**src/common/vfs_pkg.sv**
```systemverilog
`default_nettype none
package vfs_pkg;

	// Register indices; the byte address on the bus is four times the index.
	localparam logic [7:0] IDX_FIELD_COUNT = 8'h2a;
	localparam logic [7:0] IDX_SLOTS_LOW   = 8'h2b;
	localparam logic [7:0] IDX_SLOTS_HIGH  = 8'h2c;
	localparam logic [7:0] IDX_UPDATE_LOW  = 8'hb4;
	localparam logic [7:0] IDX_UPDATE_HIGH = 8'hb5;
	localparam logic [7:0] IDX_CONTROL     = 8'hc0;
	localparam logic [7:0] IDX_STATUS      = 8'hc1;

	// Field widths.
	localparam int COUNT_W      = 3;
	localparam int SLOT_W       = 5;
	localparam int SLOTS_LOW_W  = 25;
	localparam int SLOTS_HIGH_W = 10;
	localparam int UPDATE_W     = 16;
	localparam int NUM_CHAN     = 11;

	// Reset values.
	localparam logic [2:0]  FIELD_COUNT_RST = 3'h1;
	localparam logic [24:0] SLOTS_LOW_RST   = 25'h0000000;
	localparam logic [9:0]  SLOTS_HIGH_RST  = 10'h000;
	localparam logic [15:0] UPDATE_RST      = 16'h0000;
	localparam logic        LEGACY_RST      = 1'b0;

	// Update-control pattern that makes the mode registers vertical-sync updated.
	localparam logic [15:0] UPDATE_LOW_SYNC   = 16'h03ff;
	localparam logic [15:0] UPDATE_HIGH_SYNC  = 16'hfc00;
	localparam logic [1:0]  SYNC_UPDATE_EDGES = 2'h2;

	// Control and status field positions.
	localparam int CTRL_LEGACY_BIT = 0;
	localparam int STAT_POS_LSB    = 0;
	localparam int STAT_FIELD_LSB  = 8;
	localparam int STAT_PEND_LSB   = 16;
	localparam int STAT_VDMODE_BIT = 20;

	// Register selector.
	typedef enum logic [2:0] {
		SEL_NONE        = 3'b000,
		SEL_FIELD_COUNT = 3'b001,
		SEL_SLOTS_LOW   = 3'b010,
		SEL_SLOTS_HIGH  = 3'b011,
		SEL_UPDATE_LOW  = 3'b100,
		SEL_UPDATE_HIGH = 3'b101,
		SEL_CONTROL     = 3'b110,
		SEL_STATUS      = 3'b111
	} reg_sel_e;

	// Driver level selection.
	typedef enum logic [1:0] {
		LEVEL_LOW    = 2'b00,
		LEVEL_MIDDLE = 2'b01,
		LEVEL_HIGH   = 2'b10
	} level_e;

endpackage
`default_nettype wire

```
**src/common/vdrv_if.sv**
```systemverilog
`timescale 1ns/1ps
`default_nettype none
interface vdrv_if;
	logic [8:1]           transfer_clock;
	logic [7:1]           sense_gate;
	logic                 vertical_signal_23;
	logic                 vertical_signal_24;
	logic                 general_output_5;
	logic                 general_output_6;
	logic                 legacy_channel_select;
	vfs_pkg::level_e      level [vfs_pkg::NUM_CHAN];

	modport source (
		output transfer_clock, sense_gate, vertical_signal_23, vertical_signal_24,
		output general_output_5, general_output_6, legacy_channel_select,
		input  level
	);
	modport decoder (
		input  transfer_clock, sense_gate, vertical_signal_23, vertical_signal_24,
		input  general_output_5, general_output_6, legacy_channel_select,
		output level
	);
endinterface
`default_nettype wire

```
**src/core/vdrv_level_decoder.sv**
```systemverilog
`timescale 1ns/1ps
`default_nettype none
module vdrv_level_decoder (
	// Clock and reset.
	input  wire logic pclk,
	input  wire logic presetn,
	// Timing inputs and level outputs.
	vdrv_if.decoder   drv_io
);

	// Three-level decode: transfer high forces low, else the gate picks middle or high.
	function automatic vfs_pkg::level_e decode3(input logic xfer, input logic gate);
		if (xfer) begin
			return vfs_pkg::LEVEL_LOW;
		end
		return gate ? vfs_pkg::LEVEL_MIDDLE : vfs_pkg::LEVEL_HIGH;
	endfunction

	logic xfer [vfs_pkg::NUM_CHAN];
	logic gate [vfs_pkg::NUM_CHAN];
	logic lg;

	assign lg = drv_io.legacy_channel_select;

	// Channel order: 1a 1b 2a 2b 3a 3b 4 5 6 7 8.
	always_comb begin
		xfer[0]  = drv_io.transfer_clock[1];
		gate[0]  = drv_io.sense_gate[1];
		xfer[1]  = drv_io.transfer_clock[1];
		gate[1]  = drv_io.sense_gate[2];
		xfer[2]  = drv_io.transfer_clock[2];
		gate[2]  = drv_io.sense_gate[3];
		xfer[3]  = drv_io.transfer_clock[2];
		gate[3]  = drv_io.sense_gate[4];
		xfer[4]  = drv_io.transfer_clock[3];
		gate[4]  = drv_io.sense_gate[5];
		xfer[5]  = lg ? drv_io.vertical_signal_23 : drv_io.transfer_clock[3];
		gate[5]  = drv_io.sense_gate[6];
		xfer[6]  = drv_io.transfer_clock[4];
		gate[6]  = drv_io.sense_gate[7];
		xfer[7]  = drv_io.transfer_clock[5];
		gate[7]  = lg ? drv_io.general_output_5 : drv_io.vertical_signal_23;
		xfer[8]  = drv_io.transfer_clock[6];
		gate[8]  = lg ? drv_io.general_output_6 : drv_io.vertical_signal_24;
		xfer[9]  = drv_io.transfer_clock[7];
		gate[9]  = 1'b1;
		xfer[10] = drv_io.transfer_clock[8];
		gate[10] = 1'b1;
	end

	// A gate held high turns the three-level decode into the two-level one.
	for (genvar i = 0; i < vfs_pkg::NUM_CHAN; i++) begin : g_chan
		always_ff @(posedge pclk or negedge presetn) begin
			if (!presetn) begin
				drv_io.level[i] <= vfs_pkg::LEVEL_LOW;
			end else begin
				drv_io.level[i] <= decode3(xfer[i], gate[i]);
			end
		end
	end

endmodule
`default_nettype wire

```
**src/core/ccd_vertical_field_sequencer.sv**
```systemverilog
// Local design decision: the APB interface to the registers.
`timescale 1ns/1ps
`default_nettype none
module ccd_vertical_field_sequencer (
	// Clock and reset.
	input  wire logic        pclk,
	input  wire logic        presetn,
	// APB slave.
	input  wire logic        psel,
	input  wire logic        penable,
	input  wire logic        pwrite,
	input  wire logic [31:0] paddr,
	input  wire logic [31:0] pwdata,
	output logic      [31:0] prdata,
	output logic             pready,
	output logic             pslverr,
	// Vertical sync pin.
	input  wire logic        vertical_sync,
	// Vertical timing inputs from the timing core.
	input  wire logic [8:1]  transfer_clock,
	input  wire logic [7:1]  sense_gate,
	input  wire logic        vertical_signal_23,
	input  wire logic        vertical_signal_24,
	input  wire logic        general_output_5,
	input  wire logic        general_output_6,
	// Field sequencer state.
	output logic      [4:0]  current_field,
	output logic      [2:0]  sequence_position,
	// Driver level selections.
	output logic      [1:0]  drive_channel_1a,
	output logic      [1:0]  drive_channel_1b,
	output logic      [1:0]  drive_channel_2a,
	output logic      [1:0]  drive_channel_2b,
	output logic      [1:0]  drive_channel_3a,
	output logic      [1:0]  drive_channel_3b,
	output logic      [1:0]  drive_channel_4,
	output logic      [1:0]  drive_channel_5,
	output logic      [1:0]  drive_channel_6,
	output logic      [1:0]  drive_channel_7,
	output logic      [1:0]  drive_channel_8
);

	////////////////////////////////////////////////////////////////////////////////
	// Address decode.

	function automatic vfs_pkg::reg_sel_e decode_addr(input logic [31:0] addr);
		if (addr[1:0] != 2'h0 || addr[31:10] != 22'h000000) begin
			return vfs_pkg::SEL_NONE;
		end
		case (addr[9:2])
			vfs_pkg::IDX_FIELD_COUNT: return vfs_pkg::SEL_FIELD_COUNT;
			vfs_pkg::IDX_SLOTS_LOW:   return vfs_pkg::SEL_SLOTS_LOW;
			vfs_pkg::IDX_SLOTS_HIGH:  return vfs_pkg::SEL_SLOTS_HIGH;
			vfs_pkg::IDX_UPDATE_LOW:  return vfs_pkg::SEL_UPDATE_LOW;
			vfs_pkg::IDX_UPDATE_HIGH: return vfs_pkg::SEL_UPDATE_HIGH;
			vfs_pkg::IDX_CONTROL:     return vfs_pkg::SEL_CONTROL;
			vfs_pkg::IDX_STATUS:      return vfs_pkg::SEL_STATUS;
			default:                  return vfs_pkg::SEL_NONE;
		endcase
	endfunction

	vfs_pkg::reg_sel_e sel;
	logic              access;
	logic              wr_en;

	assign sel     = decode_addr(paddr);
	assign access  = psel & penable;
	assign pready  = 1'b1;
	assign pslverr = access & (sel == vfs_pkg::SEL_NONE);
	assign wr_en   = access & pwrite;

	////////////////////////////////////////////////////////////////////////////////
	// Vertical sync synchroniser and falling edge.

	logic vs_meta_q;
	logic vs_sync_q;
	logic vs_prev_q;
	logic vs_fall;

	always_ff @(posedge pclk or negedge presetn) begin
		if (!presetn) begin
			vs_meta_q <= 1'b0;
			vs_sync_q <= 1'b0;
			vs_prev_q <= 1'b0;
		end else begin
			vs_meta_q <= vertical_sync;
			vs_sync_q <= vs_meta_q;
			vs_prev_q <= vs_sync_q;
		end
	end

	assign vs_fall = vs_prev_q & ~vs_sync_q;

	////////////////////////////////////////////////////////////////////////////////
	// Software-written registers.

	logic [2:0]  count_sh_q;
	logic [24:0] slots_low_sh_q;
	logic [9:0]  slots_high_sh_q;
	logic [15:0] update_low_q;
	logic [15:0] update_high_q;
	logic        legacy_q;

	always_ff @(posedge pclk or negedge presetn) begin
		if (!presetn) begin
			count_sh_q      <= vfs_pkg::FIELD_COUNT_RST;
			slots_low_sh_q  <= vfs_pkg::SLOTS_LOW_RST;
			slots_high_sh_q <= vfs_pkg::SLOTS_HIGH_RST;
		end else if (wr_en) begin
			unique case (sel)
				vfs_pkg::SEL_FIELD_COUNT: count_sh_q      <= pwdata[2:0];
				vfs_pkg::SEL_SLOTS_LOW:   slots_low_sh_q  <= pwdata[24:0];
				vfs_pkg::SEL_SLOTS_HIGH:  slots_high_sh_q <= pwdata[9:0];
				default: begin
				end
			endcase
		end
	end

	always_ff @(posedge pclk or negedge presetn) begin
		if (!presetn) begin
			update_low_q  <= vfs_pkg::UPDATE_RST;
			update_high_q <= vfs_pkg::UPDATE_RST;
			legacy_q      <= vfs_pkg::LEGACY_RST;
		end else if (wr_en) begin
			unique case (sel)
				vfs_pkg::SEL_UPDATE_LOW:  update_low_q  <= pwdata[15:0];
				vfs_pkg::SEL_UPDATE_HIGH: update_high_q <= pwdata[15:0];
				vfs_pkg::SEL_CONTROL:     legacy_q      <= pwdata[vfs_pkg::CTRL_LEGACY_BIT];
				default: begin
				end
			endcase
		end
	end

	////////////////////////////////////////////////////////////////////////////////
	// Mode update timing.

	logic       vs_mode;
	logic       mode_wr;
	logic       high_wr;
	logic [1:0] pend_q;
	logic       reset_pend_q;
	logic       apply_vs;
	logic       counter_reset;

	assign vs_mode = (update_low_q == vfs_pkg::UPDATE_LOW_SYNC) &
	                 (update_high_q == vfs_pkg::UPDATE_HIGH_SYNC);
	assign mode_wr = wr_en & ((sel == vfs_pkg::SEL_FIELD_COUNT) |
	                          (sel == vfs_pkg::SEL_SLOTS_LOW) |
	                          (sel == vfs_pkg::SEL_SLOTS_HIGH));
	assign high_wr = wr_en & (sel == vfs_pkg::SEL_SLOTS_HIGH);

	// A new write restarts the two-edge wait, so the latest write always wins.
	assign apply_vs = vs_fall & (pend_q == 2'h1) & ~(mode_wr & vs_mode);

	always_ff @(posedge pclk or negedge presetn) begin
		if (!presetn) begin
			pend_q <= 2'h0;
		end else if (mode_wr & vs_mode) begin
			pend_q <= vfs_pkg::SYNC_UPDATE_EDGES;
		end else if (vs_fall && pend_q != 2'h0) begin
			pend_q <= pend_q - 2'h1;
		end
	end

	always_ff @(posedge pclk or negedge presetn) begin
		if (!presetn) begin
			reset_pend_q <= 1'b0;
		end else if (high_wr & vs_mode) begin
			reset_pend_q <= 1'b1;
		end else if (apply_vs) begin
			reset_pend_q <= 1'b0;
		end
	end

	assign counter_reset = (high_wr & ~vs_mode) | (apply_vs & reset_pend_q);

	////////////////////////////////////////////////////////////////////////////////
	// Active mode registers.

	logic [2:0]  count_act_q;
	logic [24:0] slots_low_act_q;
	logic [9:0]  slots_high_act_q;

	always_ff @(posedge pclk or negedge presetn) begin
		if (!presetn) begin
			count_act_q <= vfs_pkg::FIELD_COUNT_RST;
		end else if (wr_en && sel == vfs_pkg::SEL_FIELD_COUNT && !vs_mode) begin
			count_act_q <= pwdata[2:0];
		end else if (apply_vs) begin
			count_act_q <= count_sh_q;
		end
	end

	always_ff @(posedge pclk or negedge presetn) begin
		if (!presetn) begin
			slots_low_act_q <= vfs_pkg::SLOTS_LOW_RST;
		end else if (wr_en && sel == vfs_pkg::SEL_SLOTS_LOW && !vs_mode) begin
			slots_low_act_q <= pwdata[24:0];
		end else if (apply_vs) begin
			slots_low_act_q <= slots_low_sh_q;
		end
	end

	always_ff @(posedge pclk or negedge presetn) begin
		if (!presetn) begin
			slots_high_act_q <= vfs_pkg::SLOTS_HIGH_RST;
		end else if (high_wr & ~vs_mode) begin
			slots_high_act_q <= pwdata[9:0];
		end else if (apply_vs) begin
			slots_high_act_q <= slots_high_sh_q;
		end
	end

	////////////////////////////////////////////////////////////////////////////////
	// Field sequencer.

	logic [2:0]  pos_q;
	logic [2:0]  count_eff;
	logic [2:0]  pos_next;
	logic [34:0] all_slots;

	// A count of zero is outside the legal range and is held as one field.
	assign count_eff = (count_act_q == 3'h0) ? 3'h1 : count_act_q;
	assign pos_next  = (pos_q + 3'h1 >= count_eff) ? 3'h0 : pos_q + 3'h1;
	assign all_slots = {slots_high_act_q, slots_low_act_q};

	always_ff @(posedge pclk or negedge presetn) begin
		if (!presetn) begin
			pos_q <= 3'h0;
		end else if (counter_reset) begin
			pos_q <= 3'h0;
		end else if (vs_fall) begin
			pos_q <= pos_next;
		end
	end

	always_ff @(posedge pclk or negedge presetn) begin
		if (!presetn) begin
			current_field <= 5'h00;
		end else begin
			current_field <= all_slots[pos_q * vfs_pkg::SLOT_W +: vfs_pkg::SLOT_W];
		end
	end

	assign sequence_position = pos_q;

	////////////////////////////////////////////////////////////////////////////////
	// Read data, captured in the setup cycle.

	always_ff @(posedge pclk or negedge presetn) begin
		if (!presetn) begin
			prdata <= 32'h00000000;
		end else if (psel & ~penable & ~pwrite) begin
			prdata <= 32'h00000000;
			unique case (sel)
				vfs_pkg::SEL_FIELD_COUNT: prdata[2:0]  <= count_sh_q;
				vfs_pkg::SEL_SLOTS_LOW:   prdata[24:0] <= slots_low_sh_q;
				vfs_pkg::SEL_SLOTS_HIGH:  prdata[9:0]  <= slots_high_sh_q;
				vfs_pkg::SEL_UPDATE_LOW:  prdata[15:0] <= update_low_q;
				vfs_pkg::SEL_UPDATE_HIGH: prdata[15:0] <= update_high_q;
				vfs_pkg::SEL_CONTROL:     prdata[vfs_pkg::CTRL_LEGACY_BIT] <= legacy_q;
				vfs_pkg::SEL_STATUS: begin
					prdata[vfs_pkg::STAT_POS_LSB +: 3]   <= pos_q;
					prdata[vfs_pkg::STAT_FIELD_LSB +: 5] <= current_field;
					prdata[vfs_pkg::STAT_PEND_LSB +: 2]  <= pend_q;
					prdata[vfs_pkg::STAT_VDMODE_BIT]     <= vs_mode;
				end
				vfs_pkg::SEL_NONE: begin
				end
			endcase
		end
	end

	////////////////////////////////////////////////////////////////////////////////
	// Level decoder.

	vdrv_if drv_io ();

	assign drv_io.transfer_clock        = transfer_clock;
	assign drv_io.sense_gate            = sense_gate;
	assign drv_io.vertical_signal_23    = vertical_signal_23;
	assign drv_io.vertical_signal_24    = vertical_signal_24;
	assign drv_io.general_output_5      = general_output_5;
	assign drv_io.general_output_6      = general_output_6;
	assign drv_io.legacy_channel_select = legacy_q;

	vdrv_level_decoder u_decoder (
		.pclk    (pclk),
		.presetn (presetn),
		.drv_io  (drv_io.decoder)
	);

	assign drive_channel_1a = drv_io.level[0];
	assign drive_channel_1b = drv_io.level[1];
	assign drive_channel_2a = drv_io.level[2];
	assign drive_channel_2b = drv_io.level[3];
	assign drive_channel_3a = drv_io.level[4];
	assign drive_channel_3b = drv_io.level[5];
	assign drive_channel_4  = drv_io.level[6];
	assign drive_channel_5  = drv_io.level[7];
	assign drive_channel_6  = drv_io.level[8];
	assign drive_channel_7  = drv_io.level[9];
	assign drive_channel_8  = drv_io.level[10];

endmodule
`default_nettype wire

```
**config.mk**
```make
export PLATFORM = sky130hd
export DESIGN_NAME = ccd_vertical_field_sequencer
export DESIGN_NICKNAME = d
export VERILOG_FILES = /design/src/common/vfs_pkg.sv /design/src/common/vdrv_if.sv /design/src/core/vdrv_level_decoder.sv /design/src/core/ccd_vertical_field_sequencer.sv
export SDC_FILE = /design/constraint.sdc
export NUM_CORES = 1
export LEC_CHECK = 0
export BUFFER_PORTS_ARGS = -buffer_cell sky130_fd_sc_hd__clkbuf_2
export CORE_MARGIN = 10
export CORE_UTILIZATION = 56
export DETAILED_ROUTE_END_ITERATION = 12
export PLACE_DENSITY = 0.78
export SYNTH_ARGS = -nofsm -noshare
export SYNTH_HDL_FRONTEND = slang
export SYNTH_SLANG_ARGS = --single-unit
```
**constraint.sdc**
```tcl
create_clock -name pclk -period 4 [get_ports pclk]
set_clock_uncertainty 0.2 [all_clocks]
set_input_delay 0.4 -clock pclk [delete_from_list [all_inputs] [get_ports pclk]]
set_output_delay 0.4 -clock pclk [all_outputs]
set_load 0.01 [all_outputs]
```
==> metrics <==
Worst Path Required=around 4.1 ns; most frequent cells in the layout=166 x dfrtp_1, 134 x clkbuf_2, 107 x mux2_2; post-cts resize count=0; hold path cells=2; Synth Register Bits=about 170; crit start category=register; most common cell after layout, fill and taps aside=dfrtp_1; floorplan core area=0.0140 mm²; Hold Crit Start=pwdata[22]; clock sinks=168; final hold violations=0; Rel. slew slack=29.9%; die area=0.0196 mm²; status=finished, final reports clean; critical path class=reg -> reg; drt pass-1 iters=7; LEAKAGE=4.89 nW; GRT Resource Usage Total=a little under a quarter; Rows=43; number of primary I/O pins=153; Crit. End Element=register; diode count=0; cts bufs inserted=17; YS warnings=0; htree depth=4; Final Critical Period=between 3 and 4 ns; global-route wire length before repair=roughly 36000 µm; Congestion Overflow GR=0; R2R Setup Slk=0.63 ns; EDFF count, synth=0; Initial Util=between 50% and 60%; HP Class=in -> reg; Final period util=about 84%; number of setup violations in the final report=0; post-synthesis cell area=slightly above 0.008 mm²; RSZ-0062 raised after global routing=no; initial antenna violation count=0; remaining antenna violation count after routing=0; worst vdd ir=about 0.00025 V; fraction of registers with async set/reset=between 90% and 100%; worst slew pin tran=1.04 ns; share of layout cells above drive strength 1=a little over a third; ys flop type=dfrtp_1; Pwr Density=just under 400 mW/mm²; via count=between 6000 and 7000; clk slew on worst S/H paths=0.06 ns; GPL Wtd Cong=0.920; routed wire length=around 22000 µm; setup_tns=0 ns; root buf cell=clkbuf_16; vias in the first global route=approximately 6600; reg2reg end=slots_low_act_q[8]$_DFFE_PN0P_; Die Y=~140 µm; Total Power=approximately 3.7 mW; max-slew violation count=0; FMAX=0.297 GHz; Final HPWL DP=between 15000 and 20000 µm; sequential fraction of the synthesis area=a little over half; DR iter-0 viols=577; Reg2Reg Depth=7; area delta synth->final=20.3%; Die X=approximately 140 µm; Synth cell types=65; worst hold endpoint=slots_low_act_q[22]$_DFFE_PN0P_; later-pin clock latency in the skew report=~0.43 ns; Max Root-Sink Buffers=2; IO Port Bufs=~140; largest net degree at the start of global routing=111; CTS tree=yes; max-capacitance violation count=0; worst-path fanout max=39; wire per inst=about 21 µm; DR DRC count=0; WP data arrival=around 3.5 ns; Nets=between 900 and 1000; Avg Cell Area, Syn=11.6 µm²; R2R Path Start=update_high_q[1]$_DFFE_PN0P_; Via-to-Cell Ratio=approximately 6.1; Gate Count Post-Synth=about 700
synth_stat cells (5+ instances only):
cell | count | share of area, %
buf_4 | 12 | 1.1
nand2_1 | 62 | 2.9
nor2b_1 | 11 | 0.85
a211oi_1 | 6 | 0.56
a31oi_1 | 5 | 0.39
mux2_2 | 107 | 15
nor4_1 | 11 | 0.85
nor2_1 | 54 | 2.5
inv_1 | 13 | 0.61
ha_1 | 6 | 0.93
and2_1 | 5 | 0.39
buf_2 | 11 | 0.68
mux2_1 | 6 | 0.84
mux2i_1 | 29 | 3.6
o21ai_0 | 25 | 1.6
a21oi_1 | 34 | 2.1
clkbuf_1 | 16 | 0.75
nand4_1 | 5 | 0.39
mux4_2 | 5 | 1.4
a221oi_1 | 9 | 0.98
dfrtp_1 | 166 | 52
nand3_1 | 26 | 1.6
cell families (layout without fill, tap and decap cells):
kind of cell / Yosys count / in the layout / share of synthesized area (%)
AO/OA/AOI/OAI: 106 / 106 / 9.05
XOR/XNOR: 3 / 3 / 0.326
adder cells (fa/ha/maj): 6 / 6 / 0.932
buffers and inverters: 57 / 215 / 3.62
flip-flops: 168 / 168 / 52.2
multiplexers: 147 / 147 / 20.8
other: 2 / 10 / 0.0932
AND/OR/NAND/NOR: 206 / 206 / 13.0
power by group:
| group | internal (mW) | switching (mW) | total (mW) |
|---|---|---|---|
| clock network | 1.02 | 0.638 | 1.65 |
| logic | 0.128 | 0.181 | 0.309 |
| registers | 1.75 | 0.0306 | 1.78 |
| total | 2.89 | 0.850 | 3.74 |
metrics by stage:
stage               hold WS (ns)  std cells  cell area [µm²]  setup WS (ns)  util (%)
floorplan                -0.0956        703             8090           1.18         -
global placement           0.139        986             8870          0.776      63.4
detailed placement         0.136        986             8870          0.673      63.4
CTS                      0.00512       1041             9700          0.688      69.3
global route              0.0206       1041             9700          0.482      69.3
finish                    0.0194       1041             9700          0.630      69.3
layout make-up:
class / instances / area [µm²]
multi-input cells: 478 / 3600
clock inverters: 7 / 116
flip-flops and latches: 168 / 4210
inverters: 13 / 48.8
clock buffers: 25 / 475
well taps: 180 / 225
fillers: 996 / 4290
repair buffers: 170 / 1030
worst max-delay path, cell delays in order, from the launching register on:
cell and delay [ns]:
dfrtp_1 0.43, nor4b_1 0.36, nand4_1 0.17, or4_1 0.78, o41ai_4 0.34, buf_12 0.29
mux2_1 0.39, mux2_2 0.27
per-layer routing:
layer / wire (µm) / GRT usage (%) / vias up
li1: - / - / 2810
met1: 8670 / 26.6 / 3174
met2: 10900 / 37.3 / 284
met3: 1830 / 6.69 / 65
met4: 893 / 11.8 / 0
met5: 0 / 0 / -
how the worst max path moves through the flow:
stage                                 startpoint                         endpoint  cells after the start
finish              update_high_q[1]$_DFFE_PN0P_   slots_low_act_q[8]$_DFFE_PN0P_                      7
global route        update_high_q[1]$_DFFE_PN0P_   slots_low_act_q[8]$_DFFE_PN0P_                      7
CTS                 update_high_q[1]$_DFFE_PN0P_   slots_low_act_q[8]$_DFFE_PN0P_                      7
detailed placement  update_high_q[1]$_DFFE_PN0P_  slots_low_act_q[12]$_DFFE_PN0P_                      7
global placement    update_low_q[11]$_DFFE_PN0P_  slots_low_act_q[14]$_DFFE_PN0P_                      7
floorplan           update_high_q[6]$_DFFE_PN0P_   slots_low_act_q[0]$_DFFE_PN0P_                      8
sequential cells by signal, summed over array words and instances, names as in the netlist, 2 cells and up:
register                cells
prdata                     25
slots_low_act_q            25
slots_low_sh_q             25
u_decoder.drv_io.level     20
update_high_q              16
update_low_q               16
slots_high_act_q           10
slots_high_sh_q            10
current_field               5
count_act_q                 3
count_sh_q                  3
sequence_position           3
pend_q                      2
timing repair:
action,CTS,global route
hold endpoints to repair,129,0
buffers inserted,0,0
hold buffers,23,0
(Power assumes the default switching activity.)
